--- src/scx_pkg.sv ---
package scx_pkg;

    // ============================================================
    // Page-zero layout, word offsets
    localparam logic [27:0] PZ_GATE_PTR = 28'h000001c;
    localparam logic [27:0] PZ_WFP      = 28'h0000010;
    localparam logic [27:0] PZ_WSP      = 28'h0000012;
    localparam logic [27:0] PZ_WSL      = 28'h0000014;
    localparam logic [27:0] PZ_WSB      = 28'h0000016;

    // ============================================================
    // Fault codes
    localparam logic [15:0] FC_NONE     = 16'h0000;
    localparam logic [15:0] FC_STACK    = 16'h0002;
    localparam logic [15:0] FC_SEG_BAD  = 16'h0003;
    localparam logic [15:0] FC_GATE     = 16'h0006;
    localparam logic [15:0] FC_OUT_CALL = 16'h0007;
    localparam logic [15:0] FC_IN_RET   = 16'h0008;

    // ============================================================
    // Register port
    localparam logic [1:0] REG_CTRL   = 2'h0;
    localparam logic [1:0] REG_STATUS = 2'h1;
    localparam logic [1:0] REG_FAULT  = 2'h2;
    localparam logic       CTRL_RST   = 1'h1;

    typedef enum logic [1:0] {
        KIND_CALL   = 2'b00,
        KIND_RETURN = 2'b01,
        KIND_INTR   = 2'b10,
        KIND_JSR    = 2'b11
    } scx_kind_t;

    typedef enum logic [1:0] {
        FK_NONE  = 2'b00,
        FK_PROT  = 2'b01,
        FK_STACK = 2'b10
    } scx_fkind_t;

    typedef struct packed {
        scx_kind_t   kind;
        logic [31:0] ea;
        logic [2:0]  cur_seg;
        logic        indirect;
        logic [2:0]  ind_seg;
        logic [15:0] arg_count;
        logic [31:0] wide_frame_pointer;
        logic [31:0] wsp;
        logic        carry;
        logic [31:0] ret_pc;
    } scx_req_t;

    typedef struct packed {
        logic [31:0] pc;
        logic [31:0] wsp;
        logic [31:0] wsl;
        logic [31:0] wsb;
        logic        stack_loaded;
        scx_fkind_t  fkind;
        logic [15:0] fault_code;
        logic [2:0]  fault_seg;
        logic [31:0] ret_dw;
        logic [31:0] ret_acc;
    } scx_res_t;

    function automatic logic [31:0] pz_addr(input logic [2:0] seg, input logic [27:0] off);
        pz_addr = {1'b0, seg, off};
    endfunction

endpackage

--- src/scx_gate_check.sv ---
// Overview of operation
// [RULE1] Calls may only cross inward toward segment 0; returns only outward.
// [RULE2] Bad crossing: no execution, protection fault, code 7 outward call, 8 inward return.
// [RULE3] Interrupt from segment 0 serviced in segment 0 is no crossing.
// [RULE4] Gate array pointer sits in destination page zero, octal 34 and 35.
// [RULE5] Header bit 16 zero, low field is gate count; zero forbids entry.
// [RULE6] Gates follow header through doubleword n+1: bracket and PC offset.
// [RULE7] Effective address: segment bits 1-3, bit 16 zero, gate bits 17-31.
// [RULE8] Same-segment call jumps to the offset with no gate lookup.
// [RULE9] The 16-bit argument count sizes the overflow check.
// [RULE10] First check segment base validity; if clear, fault code 3.
// [RULE11] Continue only if gate number is below the gate count.
// [RULE12] Bracket compares current segment, or last indirect segment if indirect.
// [RULE13] On pass PC gets segment bits 1-3 and gate offset bits 4-31.
// [RULE14] Gate number or bracket failure: abort, code 6, source segment fault.
// [RULE15] Save frame and stack pointers to source page zero after validation.
// [RULE16] Load stack pointer, limit and base from destination; frame pointer untouched.
// [RULE17] Page fault on page zero means infinite page fault and halt.
// [RULE18] Software keeps live stack limit and base equal to saved copies.
// [RULE19] Overflow: no copy, code 2, stack fault in destination, PC at entry.
// [RULE20] Jump-to-subroutine puts return address in the return accumulator.
// [RULE21] Return block last doubleword: carry in bit 0, return PC bits 1-31.
// [RULE22] Checks in order validity, count, bracket, overflow; first failure ends.
//
// Decided for this implementation: the register offsets and the plain strobed port.
`timescale 1ns/1ns
module scx_gate_check
    import scx_pkg::*;
(
    input  wire logic            clk,
    input  wire logic            rst_b,
    input  wire logic            start,
    input  wire scx_pkg::scx_req_t req_in,
    output logic                 ready,
    output logic                 done,
    output scx_pkg::scx_res_t    result,
    output logic                 halted,
    input  wire logic [7:0]      seg_valid,
    output logic                 mem_req,
    output logic                 mem_we,
    output logic [31:0]          mem_addr,
    output logic [31:0]          mem_wdata,
    input  wire logic            mem_ack,
    input  wire logic [31:0]     mem_rdata,
    input  wire logic            mem_page_fault,
    input  wire logic [1:0]      reg_addr,
    input  wire logic [31:0]     reg_wdata,
    input  wire logic            reg_wr,
    input  wire logic            reg_rd,
    output logic [31:0]          reg_rdata
);
    import scx_pkg::*;

    typedef enum logic [3:0] {
        ST_IDLE  = 4'b0000,
        ST_CHECK = 4'b0001,
        ST_PTR   = 4'b0010,
        ST_HDR   = 4'b0011,
        ST_GATE  = 4'b0100,
        ST_SVFP  = 4'b0101,
        ST_SVSP  = 4'b0110,
        ST_LDSP  = 4'b0111,
        ST_LDSL  = 4'b1000,
        ST_LDSB  = 4'b1001,
        ST_OVF   = 4'b1010,
        ST_HALT  = 4'b1011
    } scx_state_t;

    typedef struct packed {
        scx_state_t  state;
        scx_req_t    req;
        scx_res_t    res;
        logic [31:0] gptr;
        logic [14:0] gcount;
        logic        done;
        logic        enable;
        logic [31:0] rdata;
    } scx_st_t;

    // ============================================================
    // Reset release
    logic rst_m_r;
    logic rst_s_r;
    always_ff @(posedge clk or negedge rst_b)
    begin
        if (!rst_b)
        begin
            rst_m_r <= 1'b0;
            rst_s_r <= 1'b0;
        end
        else
        begin
            rst_m_r <= 1'b1;
            rst_s_r <= rst_m_r;
        end
    end

    // ============================================================
    // Sequencer
    scx_st_t     s_r;
    scx_st_t     s_nxt;
    logic [2:0]  dseg;
    logic [2:0]  src_seg;
    logic [14:0] gate;
    logic [32:0] ovf_sum;
    logic        overflow;
    logic        xfer;
    logic        fail;
    logic [15:0] fcode;
    scx_fkind_t  fkind;
    logic [2:0]  fseg;

    assign dseg     = s_r.req.ea[30:28];                        // [RULE7]
    assign gate     = s_r.req.ea[14:0];                         // [RULE7]
    assign src_seg  = s_r.req.indirect ? s_r.req.ind_seg : s_r.req.cur_seg; // [RULE12]
    assign ovf_sum  = {1'b0, s_r.res.wsp} + {16'h0000, s_r.req.arg_count, 1'b0}; // [RULE9]
    assign overflow = ovf_sum > {1'b0, s_r.res.wsl};
    assign xfer     = mem_req && mem_ack;

    always_comb
    begin
        mem_req   = 1'b0;
        mem_we    = 1'b0;
        mem_addr  = 32'h00000000;
        mem_wdata = 32'h00000000;
        case (s_r.state)
            ST_PTR:
            begin
                mem_req  = 1'b1;
                mem_addr = pz_addr(dseg, PZ_GATE_PTR);          // [RULE4]
            end
            ST_HDR:
            begin
                mem_req  = 1'b1;
                mem_addr = s_r.gptr;
            end
            ST_GATE:
            begin
                mem_req  = 1'b1;
                mem_addr = s_r.gptr + {16'h0000, gate, 1'b0} + 32'h00000002; // [RULE6]
            end
            ST_SVFP:
            begin
                mem_req   = 1'b1;
                mem_we    = 1'b1;
                mem_addr  = pz_addr(s_r.req.cur_seg, PZ_WFP);   // [RULE15]
                mem_wdata = s_r.req.wide_frame_pointer;
            end
            ST_SVSP:
            begin
                mem_req   = 1'b1;
                mem_we    = 1'b1;
                mem_addr  = pz_addr(s_r.req.cur_seg, PZ_WSP);   // [RULE15]
                mem_wdata = s_r.req.wsp;
            end
            ST_LDSP:
            begin
                mem_req  = 1'b1;
                mem_addr = pz_addr(dseg, PZ_WSP);               // [RULE16]
            end
            ST_LDSL:
            begin
                mem_req  = 1'b1;
                mem_addr = pz_addr(dseg, PZ_WSL);
            end
            ST_LDSB:
            begin
                mem_req  = 1'b1;
                mem_addr = pz_addr(dseg, PZ_WSB);
            end
            default:
            begin
                mem_req = 1'b0;
            end
        endcase
    end

    always_comb
    begin
        s_nxt      = s_r;
        s_nxt.done = 1'b0;
        fail       = 1'b0;
        fcode      = FC_NONE;
        fkind      = FK_PROT;
        fseg       = s_r.req.cur_seg;
        if (xfer && mem_page_fault)
        begin
            s_nxt.state = ST_HALT;                              // [RULE17]
        end
        else
        begin
            case (s_r.state)
                ST_IDLE:
                begin
                    if (start && ready)
                    begin
                        s_nxt.req   = req_in;
                        s_nxt.res   = '0;
                        s_nxt.state = ST_CHECK;
                    end
                end
                ST_CHECK:
                begin
                    s_nxt.res.pc = s_r.req.ea;
                    s_nxt.state  = ST_IDLE;
                    s_nxt.done   = 1'b1;
                    case (s_r.req.kind)
                        KIND_CALL:
                        begin
                            if (dseg > s_r.req.cur_seg)
                            begin
                                fail  = 1'b1;                   // [RULE1] [RULE2]
                                fcode = FC_OUT_CALL;
                            end
                            else if (dseg == s_r.req.cur_seg)
                            begin
                                s_nxt.res.pc = {1'b0, dseg, 13'h0000, gate}; // [RULE8]
                            end
                            else if (!seg_valid[dseg])
                            begin
                                fail  = 1'b1;                   // [RULE10] [RULE22]
                                fcode = FC_SEG_BAD;
                            end
                            else
                            begin
                                s_nxt.done  = 1'b0;
                                s_nxt.state = ST_PTR;
                            end
                        end
                        KIND_JSR:
                        begin
                            s_nxt.res.ret_acc = s_r.req.ret_pc; // [RULE20]
                            s_nxt.res.ret_dw  = {s_r.req.carry, s_r.req.ret_pc[30:0]}; // [RULE21]
                        end
                        default:
                        begin
                            // Equal segments, e.g. ring 0 to ring 0, is no crossing
                            if (dseg < s_r.req.cur_seg)
                            begin
                                fail  = 1'b1;                   // [RULE1] [RULE2] [RULE3]
                                fcode = FC_IN_RET;
                            end
                        end
                    endcase
                end
                ST_PTR:
                begin
                    if (xfer)
                    begin
                        s_nxt.gptr  = mem_rdata;
                        s_nxt.state = ST_HDR;
                    end
                end
                ST_HDR:
                begin
                    if (xfer)
                    begin
                        // A set bit 16 is a malformed header; it closes the segment
                        s_nxt.gcount = mem_rdata[15] ? 15'h0000 : mem_rdata[14:0]; // [RULE5]
                        if (mem_rdata[15] || gate >= mem_rdata[14:0])
                        begin
                            fail  = 1'b1;                       // [RULE11] [RULE14]
                            fcode = FC_GATE;
                        end
                        else
                        begin
                            s_nxt.state = ST_GATE;
                        end
                    end
                end
                ST_GATE:
                begin
                    if (xfer)
                    begin
                        if (src_seg <= mem_rdata[30:28])        // [RULE12]
                        begin
                            s_nxt.res.pc = {1'b0, dseg, mem_rdata[27:0]}; // [RULE13]
                            s_nxt.state  = ST_SVFP;
                        end
                        else
                        begin
                            fail  = 1'b1;                       // [RULE14]
                            fcode = FC_GATE;
                        end
                    end
                end
                ST_SVFP:
                begin
                    if (xfer)
                    begin
                        s_nxt.state = ST_SVSP;
                    end
                end
                ST_SVSP:
                begin
                    if (xfer)
                    begin
                        s_nxt.state = ST_LDSP;
                    end
                end
                ST_LDSP:
                begin
                    if (xfer)
                    begin
                        s_nxt.res.wsp = mem_rdata;
                        s_nxt.state   = ST_LDSL;
                    end
                end
                ST_LDSL:
                begin
                    if (xfer)
                    begin
                        s_nxt.res.wsl = mem_rdata;
                        s_nxt.state   = ST_LDSB;
                    end
                end
                ST_LDSB:
                begin
                    if (xfer)
                    begin
                        s_nxt.res.wsb          = mem_rdata;
                        s_nxt.res.stack_loaded = 1'b1;          // [RULE16]
                        s_nxt.state            = ST_OVF;
                    end
                end
                ST_OVF:
                begin
                    s_nxt.state = ST_IDLE;
                    s_nxt.done  = 1'b1;
                    s_nxt.res.ret_dw = {s_r.req.carry, s_r.res.pc[30:0]}; // [RULE21]
                    if (overflow)
                    begin
                        fail  = 1'b1;                           // [RULE19]
                        fcode = FC_STACK;
                        fkind = FK_STACK;
                        fseg  = dseg;
                    end
                end
                ST_HALT:
                begin
                    s_nxt.state = ST_HALT;
                end
                default:
                begin
                    s_nxt.state = ST_IDLE;
                end
            endcase
        end
        if (fail)
        begin
            s_nxt.state          = ST_IDLE;                     // [RULE22]
            s_nxt.done           = 1'b1;
            s_nxt.res.fkind      = fkind;
            s_nxt.res.fault_code = fcode;
            s_nxt.res.fault_seg  = fseg;
        end
        // Register port; reads answer in the following cycle only
        if (reg_wr && reg_addr == REG_CTRL)
        begin
            s_nxt.enable = reg_wdata[0];
        end
        s_nxt.rdata = 32'h00000000;
        if (reg_rd)
        begin
            case (reg_addr)
                REG_CTRL:   s_nxt.rdata = {31'h00000000, s_r.enable};
                REG_STATUS: s_nxt.rdata = {24'h000000, s_r.res.fkind, s_r.state == ST_HALT,
                                           s_r.state != ST_IDLE, s_r.state};
                REG_FAULT:  s_nxt.rdata = {13'h0000, s_r.res.fault_seg, s_r.res.fault_code};
                default:    s_nxt.rdata = 32'h00000000;
            endcase
        end
    end

    always_ff @(posedge clk or negedge rst_s_r)
    begin
        if (!rst_s_r)
        begin
            s_r        <= '0;
            s_r.enable <= CTRL_RST;
        end
        else
        begin
            s_r <= s_nxt;
        end
    end

    assign ready     = (s_r.state == ST_IDLE) && s_r.enable;
    assign done      = s_r.done;
    assign result    = s_r.res;
    assign halted    = s_r.state == ST_HALT;
    assign reg_rdata = s_r.rdata;

    // ============================================================
    // Checks
    out_call_a: assert property ( // [RULE2]
        @(posedge clk) disable iff (!rst_s_r)
        s_r.state == ST_CHECK && s_r.req.kind == KIND_CALL && dseg > s_r.req.cur_seg
        |=> done && result.fault_code == FC_OUT_CALL && result.fkind == FK_PROT)
        else $error("outward call not faulted with code 7");

    in_ret_a: assert property ( // [RULE1]
        @(posedge clk) disable iff (!rst_s_r)
        s_r.state == ST_CHECK && s_r.req.kind != KIND_CALL && s_r.req.kind != KIND_JSR
        && dseg < s_r.req.cur_seg
        |=> done && result.fault_code == FC_IN_RET)
        else $error("inward return not faulted with code 8");

    seg_bad_a: assert property ( // [RULE10]
        @(posedge clk) disable iff (!rst_s_r)
        s_r.state == ST_CHECK && s_r.req.kind == KIND_CALL && dseg < s_r.req.cur_seg
        && !seg_valid[dseg]
        |=> done && result.fault_code == FC_SEG_BAD && !$past(mem_req))
        else $error("invalid segment not faulted with code 3");

    same_seg_a: assert property ( // [RULE8]
        @(posedge clk) disable iff (!rst_s_r)
        s_r.state == ST_CHECK && s_r.req.kind == KIND_CALL && dseg == s_r.req.cur_seg
        |=> done && result.fkind == FK_NONE && result.pc[14:0] == $past(gate))
        else $error("same segment call did not jump directly");

    ptr_addr_a: assert property ( // [RULE4]
        @(posedge clk) disable iff (!rst_s_r)
        s_r.state == ST_PTR |-> mem_req && !mem_we && mem_addr[27:0] == PZ_GATE_PTR
        && mem_addr[30:28] == dseg)
        else $error("gate pointer read at wrong address");

    gate_bound_a: assert property ( // [RULE11]
        @(posedge clk) disable iff (!rst_s_r)
        s_r.state == ST_HDR && xfer && !mem_page_fault && gate >= mem_rdata[14:0]
        |=> done && result.fault_code == FC_GATE)
        else $error("gate number beyond count not faulted");

    pz_halt_a: assert property ( // [RULE17]
        @(posedge clk) disable iff (!rst_s_r)
        xfer && mem_page_fault |=> halted [*3])
        else $error("page fault did not halt");

    save_seq_a: assert property ( // [RULE15]
        @(posedge clk) disable iff (!rst_s_r)
        s_r.state == ST_SVFP && xfer && !mem_page_fault
        |=> mem_we && mem_wdata == s_r.req.wsp && mem_addr[30:28] == s_r.req.cur_seg)
        else $error("stack pointer save out of order");

    ovf_a: assert property ( // [RULE19]
        @(posedge clk) disable iff (!rst_s_r)
        s_r.state == ST_OVF && overflow
        |=> done && result.fault_code == FC_STACK && result.fkind == FK_STACK
        && result.fault_seg == $past(dseg) && result.ret_dw[30:0] == result.pc[30:0])
        else $error("stack overflow not faulted in destination");

    jsr_a: assert property ( // [RULE20]
        @(posedge clk) disable iff (!rst_s_r)
        s_r.state == ST_CHECK && s_r.req.kind == KIND_JSR
        |=> result.ret_acc == $past(s_r.req.ret_pc) && result.ret_dw[31] == $past(s_r.req.carry))
        else $error("return address accumulator not loaded");

endmodule

--- config.mk ---
export PLATFORM = sky130hd
export DESIGN_NAME = scx_gate_check
export DESIGN_NICKNAME = d
export VERILOG_FILES = /design/src/scx_pkg.sv /design/src/scx_gate_check.sv
export SDC_FILE = /design/constraint.sdc
export NUM_CORES = 1
export LEC_CHECK = 0
export BUFFER_PORTS_ARGS = -buffer_cell sky130_fd_sc_hd__buf_4
export CAP_MARGIN = 20
export CORE_AREA = 2 2 215 217
export DETAILED_ROUTE_END_ITERATION = 10
export DIE_AREA = 0 0 217 219
export PLACE_DENSITY = 0.83
export SLEW_MARGIN = 10
export SYNTH_ARGS = -nofsm -noshare
export SYNTH_HDL_FRONTEND = slang
export SYNTH_SLANG_ARGS = --single-unit
--- constraint.sdc ---
create_clock -name clk -period 25 [get_ports clk]
set_clock_uncertainty 0.05 [all_clocks]
set_input_delay 1.25 -clock clk [delete_from_list [all_inputs] [get_ports clk]]
set_output_delay 1.25 -clock clk [all_outputs]
set_load 0.05 [all_outputs]
## Word level (Yosys, flattened, before mapping)

Cells that the tools add are included.

| storage, ports and cells | value |
|---|---|
| flip-flop bits (word level) | 455 |
| bits in latches | 0 |
| RAM bits | 0 |
| bits in read-only memories | 0 |
| output and inout bits | 315 |
| memories | 0 |

| cells by class | value |
|---|---|
| add/sub/neg operators | 3 |
| multipliers | 0 |
| div/mod/pow operators | 0 |
| order comparisons | 6 |
| equal/unequal tests | 34 |
| shift-type cells | 0 |
| multiplexer cells | 84 |
| bitwise operators | 1 |
| reductions and logical operators | 31 |

Operators with widths:

| cell | count |
|---|---|
| 372-bit two-way mux | 1 |
| 32-bit two-way mux | 8 |
| 32-bit case mux with 2 select lines | 4 |
| 32-bit case mux with 8 select lines | 1 |
| 32-bit case mux with 3 select lines | 2 |
| 133-bit two-way mux | 1 |
| 33-bit case mux with 2 select lines | 1 |
| 64-bit two-way mux | 1 |
| 16-bit case mux with 4 select lines | 1 |
| 19-bit case mux with 3 select lines | 1 |
| 4-bit two-way mux | 13 |
| 15-bit two-way mux | 3 |
| 4-bit != test (second input constant) | 11 |
| 4-bit case mux with 11 select lines | 1 |
| 21-bit two-way mux | 2 |
| 32-bit by 17-bit adder with 33-bit output | 1 |
| 33-bit by 32-bit > comparator with 1-bit output | 1 |
| 33-bit two-way mux | 1 |
| 32-bit by 16-bit adder with 32-bit output | 1 |
| 32-bit by 2-bit adder with 32-bit output (second input constant) | 1 |
| 16-bit case mux with 2 select lines | 1 |
| 3-bit two-way mux | 9 |
| 2-bit two-way mux | 10 |
| 4-bit AND reduction | 5 |
| 33 further kinds | 78 |

## Logic depth before layout (Yosys ltp)

| depth | value |
|---|---|
| word-level depth | 10 |
| mapped depth | 20 |

## Least setup slack after synthesis

No wires, ideal clock.

| timing path | value |
|---|---|
| kind | reg2out |
| start | register s_r, in the netlist gate[3] |
| end | output port mem_addr[21] |
| arrival time | 3.499 ns |
| setup slack | 20.201 ns |
| cell stages (with the launch flop) | 11 |
| cells stage by stage | dfrtp_1 ha_1 ha_1 o21ai_0 o21ai_0 a311oi_1 o31ai_1 a311o_1 buf_2 nand3_1 o31ai_1 |

| on the way | value |
|---|---|
| cells in the longest elaborated chain, start to end | 3 |

RTL lines:

| what | line | source |
|---|---|---|
| start: declaration | scx_gate_check.sv:100 | `scx_st_t s_r;` |
| start signal: assignment | scx_gate_check.sv:384 | `s_r <= s_nxt;` |
| 32-bit by 16-bit adder with 32-bit output | scx_gate_check.sv:140 | `mem_addr = s_r.gptr + {16'h0000, gate, 1'b0} + 32'h00000002;` |
| 32-bit by 2-bit adder with 32-bit output | scx_gate_check.sv:140 |  |
| 32-bit case mux with 8 select lines | scx_gate_check.sv:126 | `case (s_r.state)` |
| end: declaration | scx_gate_check.sv:41 | `output logic [31:0] mem_addr,` |

No other way between the ends.

## Final worst setup path

| timing path | value |
|---|---|
| start | register s_r, in the netlist gate[2] |
| end | output port mem_addr[29] |

Same word-level chain as after synthesis.

==> reports/metrics.cfg <==
[setup_path]
crit_path_end_kind = output pin
startpoint = gate[2]$_DFFE_PN0P_
crit_type = flop to output pin
r2r-start = result[151]$_DFFE_PN0P_
critPathRequiredTime_ns = 23.70
worstPathMaxFanout = 13
startpoint_type = flop
worstPathArrival_ns = 4.36

[clocking]
cts-hold-fix-buffers = 0
cts_buffers = 46
postCtsResizedCells = 0
path_clk_slew_ns = 0.06
ctsHtreeMaxLevel = 2
clk_latency_ns = 0.58
postCtsSetupBuffers = 0
cts_sinks = 408
clk_path_buf_depth = 3
cts_tree = yes
cts_root_buf = clkbuf_16

[routing]
drc = 0
wl_mm = 70.9
vias = 19100
dr.pass1.iters = 5
drt_iter0_markers = 1853
postRouteAntennaNets = 0
wl_per_cell_um = 20.9
vias_per_cell = 5.62

[power_and_ir_drop]
cellLeakagePower_nw = 13.3
power.density_mw_per_mm2 = 146
ir_drop_mv = 0.0820

[synth]
ys_types = 82
async_flop_share_pct = 100
postSynthCellCount = 2539
synth-edff-count = 0
yosysWarnings = 0
syn-cell-area_mm2 = 0.0222
synth_area_leader_cell = dfrtp_1
synth_top_area_share_pct = 45.9
synthFlopType = dfrtp_1
ys_ff_latch = 408
synth.avg_cell_area_um2 = 8.74
ys_seq_area_share_pct = 46.0
yosys-top-cells-area = dfrtp_1 46%, nand2_1 13%, buf_4 8.3%, ha_1 5.7%, o21ai_0 3.4%

[die]
ios = 550
start_util_pct = 49.2
dieArea_mm2 = 0.0475
core_area_mm2 = 0.0451
num_rows = 78
chipWidth_um = 217
die_h_um = 219

[timing]
maxSlewViolCount = 0
slew_headroom_pct = 28.0
worst_pin_slew_ns = 1.08
final.setup.tns_ns = 0
period_share_pct = 22.7
hold_viol = 0
period_needed_ns = 5.66
fin_ws_ns = 19.34
clock.fmax_mhz = 177
grt_setup_unrepaired = false
setup_viol = 0

[layout]
layout.nets = 3102
area_delta_synth_final_pct = 18.4
final_area_mm2 = 0.0263
n_fill_cell = 3861
seqCellArea_mm2 = 0.0102
drive_gt1_share_pct = 23.3
diodes = 0
multi_input_area_mm2 = 0.00947

[placed_design]
portBuffers = 493
placed_area_mm2 = 0.0247
preCtsSetupSlack_ns = 19.25
gp_congestion = 0.941
dp.final_hpwl_mm = 51.0

[grt]
grt-busiest-layer = met2
grtUsageTotal_pct = 29.2
grtUsageMet1_pct = 37.1
use_met2_pct = 46.7
first_global_vias = 18700
grt_max_degree = 163
grt-ovfl-total = 0
grt_first_pass_wirelength_mm = 107
met3_usage_pct = 6.07
antenna_found_initial = 0

[run_status]
status = finished, final reports clean

[job]
drv_cap = 0

[hold_path]
hp-class = flop to async pin

[flip-flops by register name (all words and copies together), names as in the netlist]
signal and flops:
done 1, dseg 3, gate 15, reg_rdata 12, result 202, rst_m_r 1, rst_s_r 1, s_r 173
[area by class of cell]
class	count	share of cell area, %
sequential	408	38.9
tap	600	2.86
inverter	87	1.24
clock inverter	19	0.914
clock buffer	62	4.99
timing repair buffer	521	15.1
multi-input combinational	1700	36.0
[power breakdown]
part           total, W  internal (W)  leakage (nW)  switching [W]
registers       0.00117      0.000932          5.27       0.000237
clock network  0.000698      0.000419         0.764       0.000279
logic           0.00198      0.000636          7.31        0.00134
[final timing paths]
check                                               end  slack [ns]  cells after the start
worst max-delay path                       mem_addr[29]       19.34                     11
worst min-delay path               s_r[298]$_DFFE_PN0P_        0.27                      0
worst max register to register   result[70]$_DFFE_PN0P_       19.77                     21
worst min register to register     s_r[298]$_DFFE_PN0P_        0.27                      0
max in group asynchronous       result[111]$_DFFE_PN0P_       22.76                      3
min in group clk                      rst_s_r$_DFF_PN0_        0.30                      0
[Yosys cell counts (all sizes together) (3+ instances only)]
cell type,number
o21bai,5
nand4,9
or3,3
a21boi,4
a211o,4
a21oi,77
inv,87
a22oi,37
o31ai,9
nand4b,3
and3,20
and2,4
and4,3
nor3,16
a41oi,3
nand2b,9
xnor2,26
a22o,67
nand3b,4
ha,101
dfrtp,407
o21a,11
mux2i,5
o211ai,3
nor3b,3
or2,6
xor2,10
a211oi,8
mux2,17
o21ai,154
a21o,17
clkbuf,86
nor2,109
nand3,74
nor2b,14
nand2,758
a31oi,41
a221o,3
nor4,4
buf,283
[worst max-delay path, stage by stage, from the launching register on]
cell,delay (ns)
dfrtp_1,0.44
ha_1,0.34
ha_1,0.32
a211oi_1,0.32
o21ai_0,0.20
a311oi_1,0.50
o31ai_1,0.23
a311o_1,0.60
nand2_1,0.22
nor4_1,0.06
a311o_1,0.34
buf_4,0.20
[through the flow]
step           hold slack (ns)  power (W)  std cells  util (%)
2_1_floorplan            0.281    0.00266       2564         -
3_3_place_gp             0.276    0.00305       3312      54.7
3_5_place_dp             0.287    0.00313       3312      54.7
4_1_cts                  0.303    0.00384       3393      58.1
5_1_grt                  0.316    0.00407       3397      58.3
6_report                 0.271    0.00385       3397      58.3
[cell usage in the layout (no fill, tap or decap), types with 11 or more instances in the layout]
cell	synthesis	routed
a21o_1	17	17
a21oi_1	74	73
a22o_1	67	67
a22oi_1	37	37
a31oi_1	41	41
and3_1	20	20
buf_4	246	517
clkbuf_16	0	47
conb_1	2	27
dfrtp_1	407	406
ha_1	101	101
inv_1	87	87
mux2_2	17	17
nand2_1	757	756
nand3_1	73	73
nor2_1	107	102
nor2b_1	14	14
nor3_1	14	12
o21a_1	11	11
o21ai_0	152	151
xnor2_1	26	26
[metal layers]
layer,wire (um),share of wire [%]
met4,4270,6.0
met5,0,0
met1,28100,40
met3,5810,8.2
met2,32700,46
[cell families after synthesis]
group | count (synthesis) | synth area share (%)
XOR/XNOR | 36 | 1.42
multiplexers | 24 | 1.29
AO/OA/AOI/OAI | 468 | 13.9
other | 2 | 0.0338
adder cells (fa/ha/maj) | 103 | 5.87
buffers and inverters | 456 | 12.1
flip-flops | 408 | 46.0
AND/OR/NAND/NOR | 1042 | 19.4
Note: power is estimated with default switching activity, not from simulation.
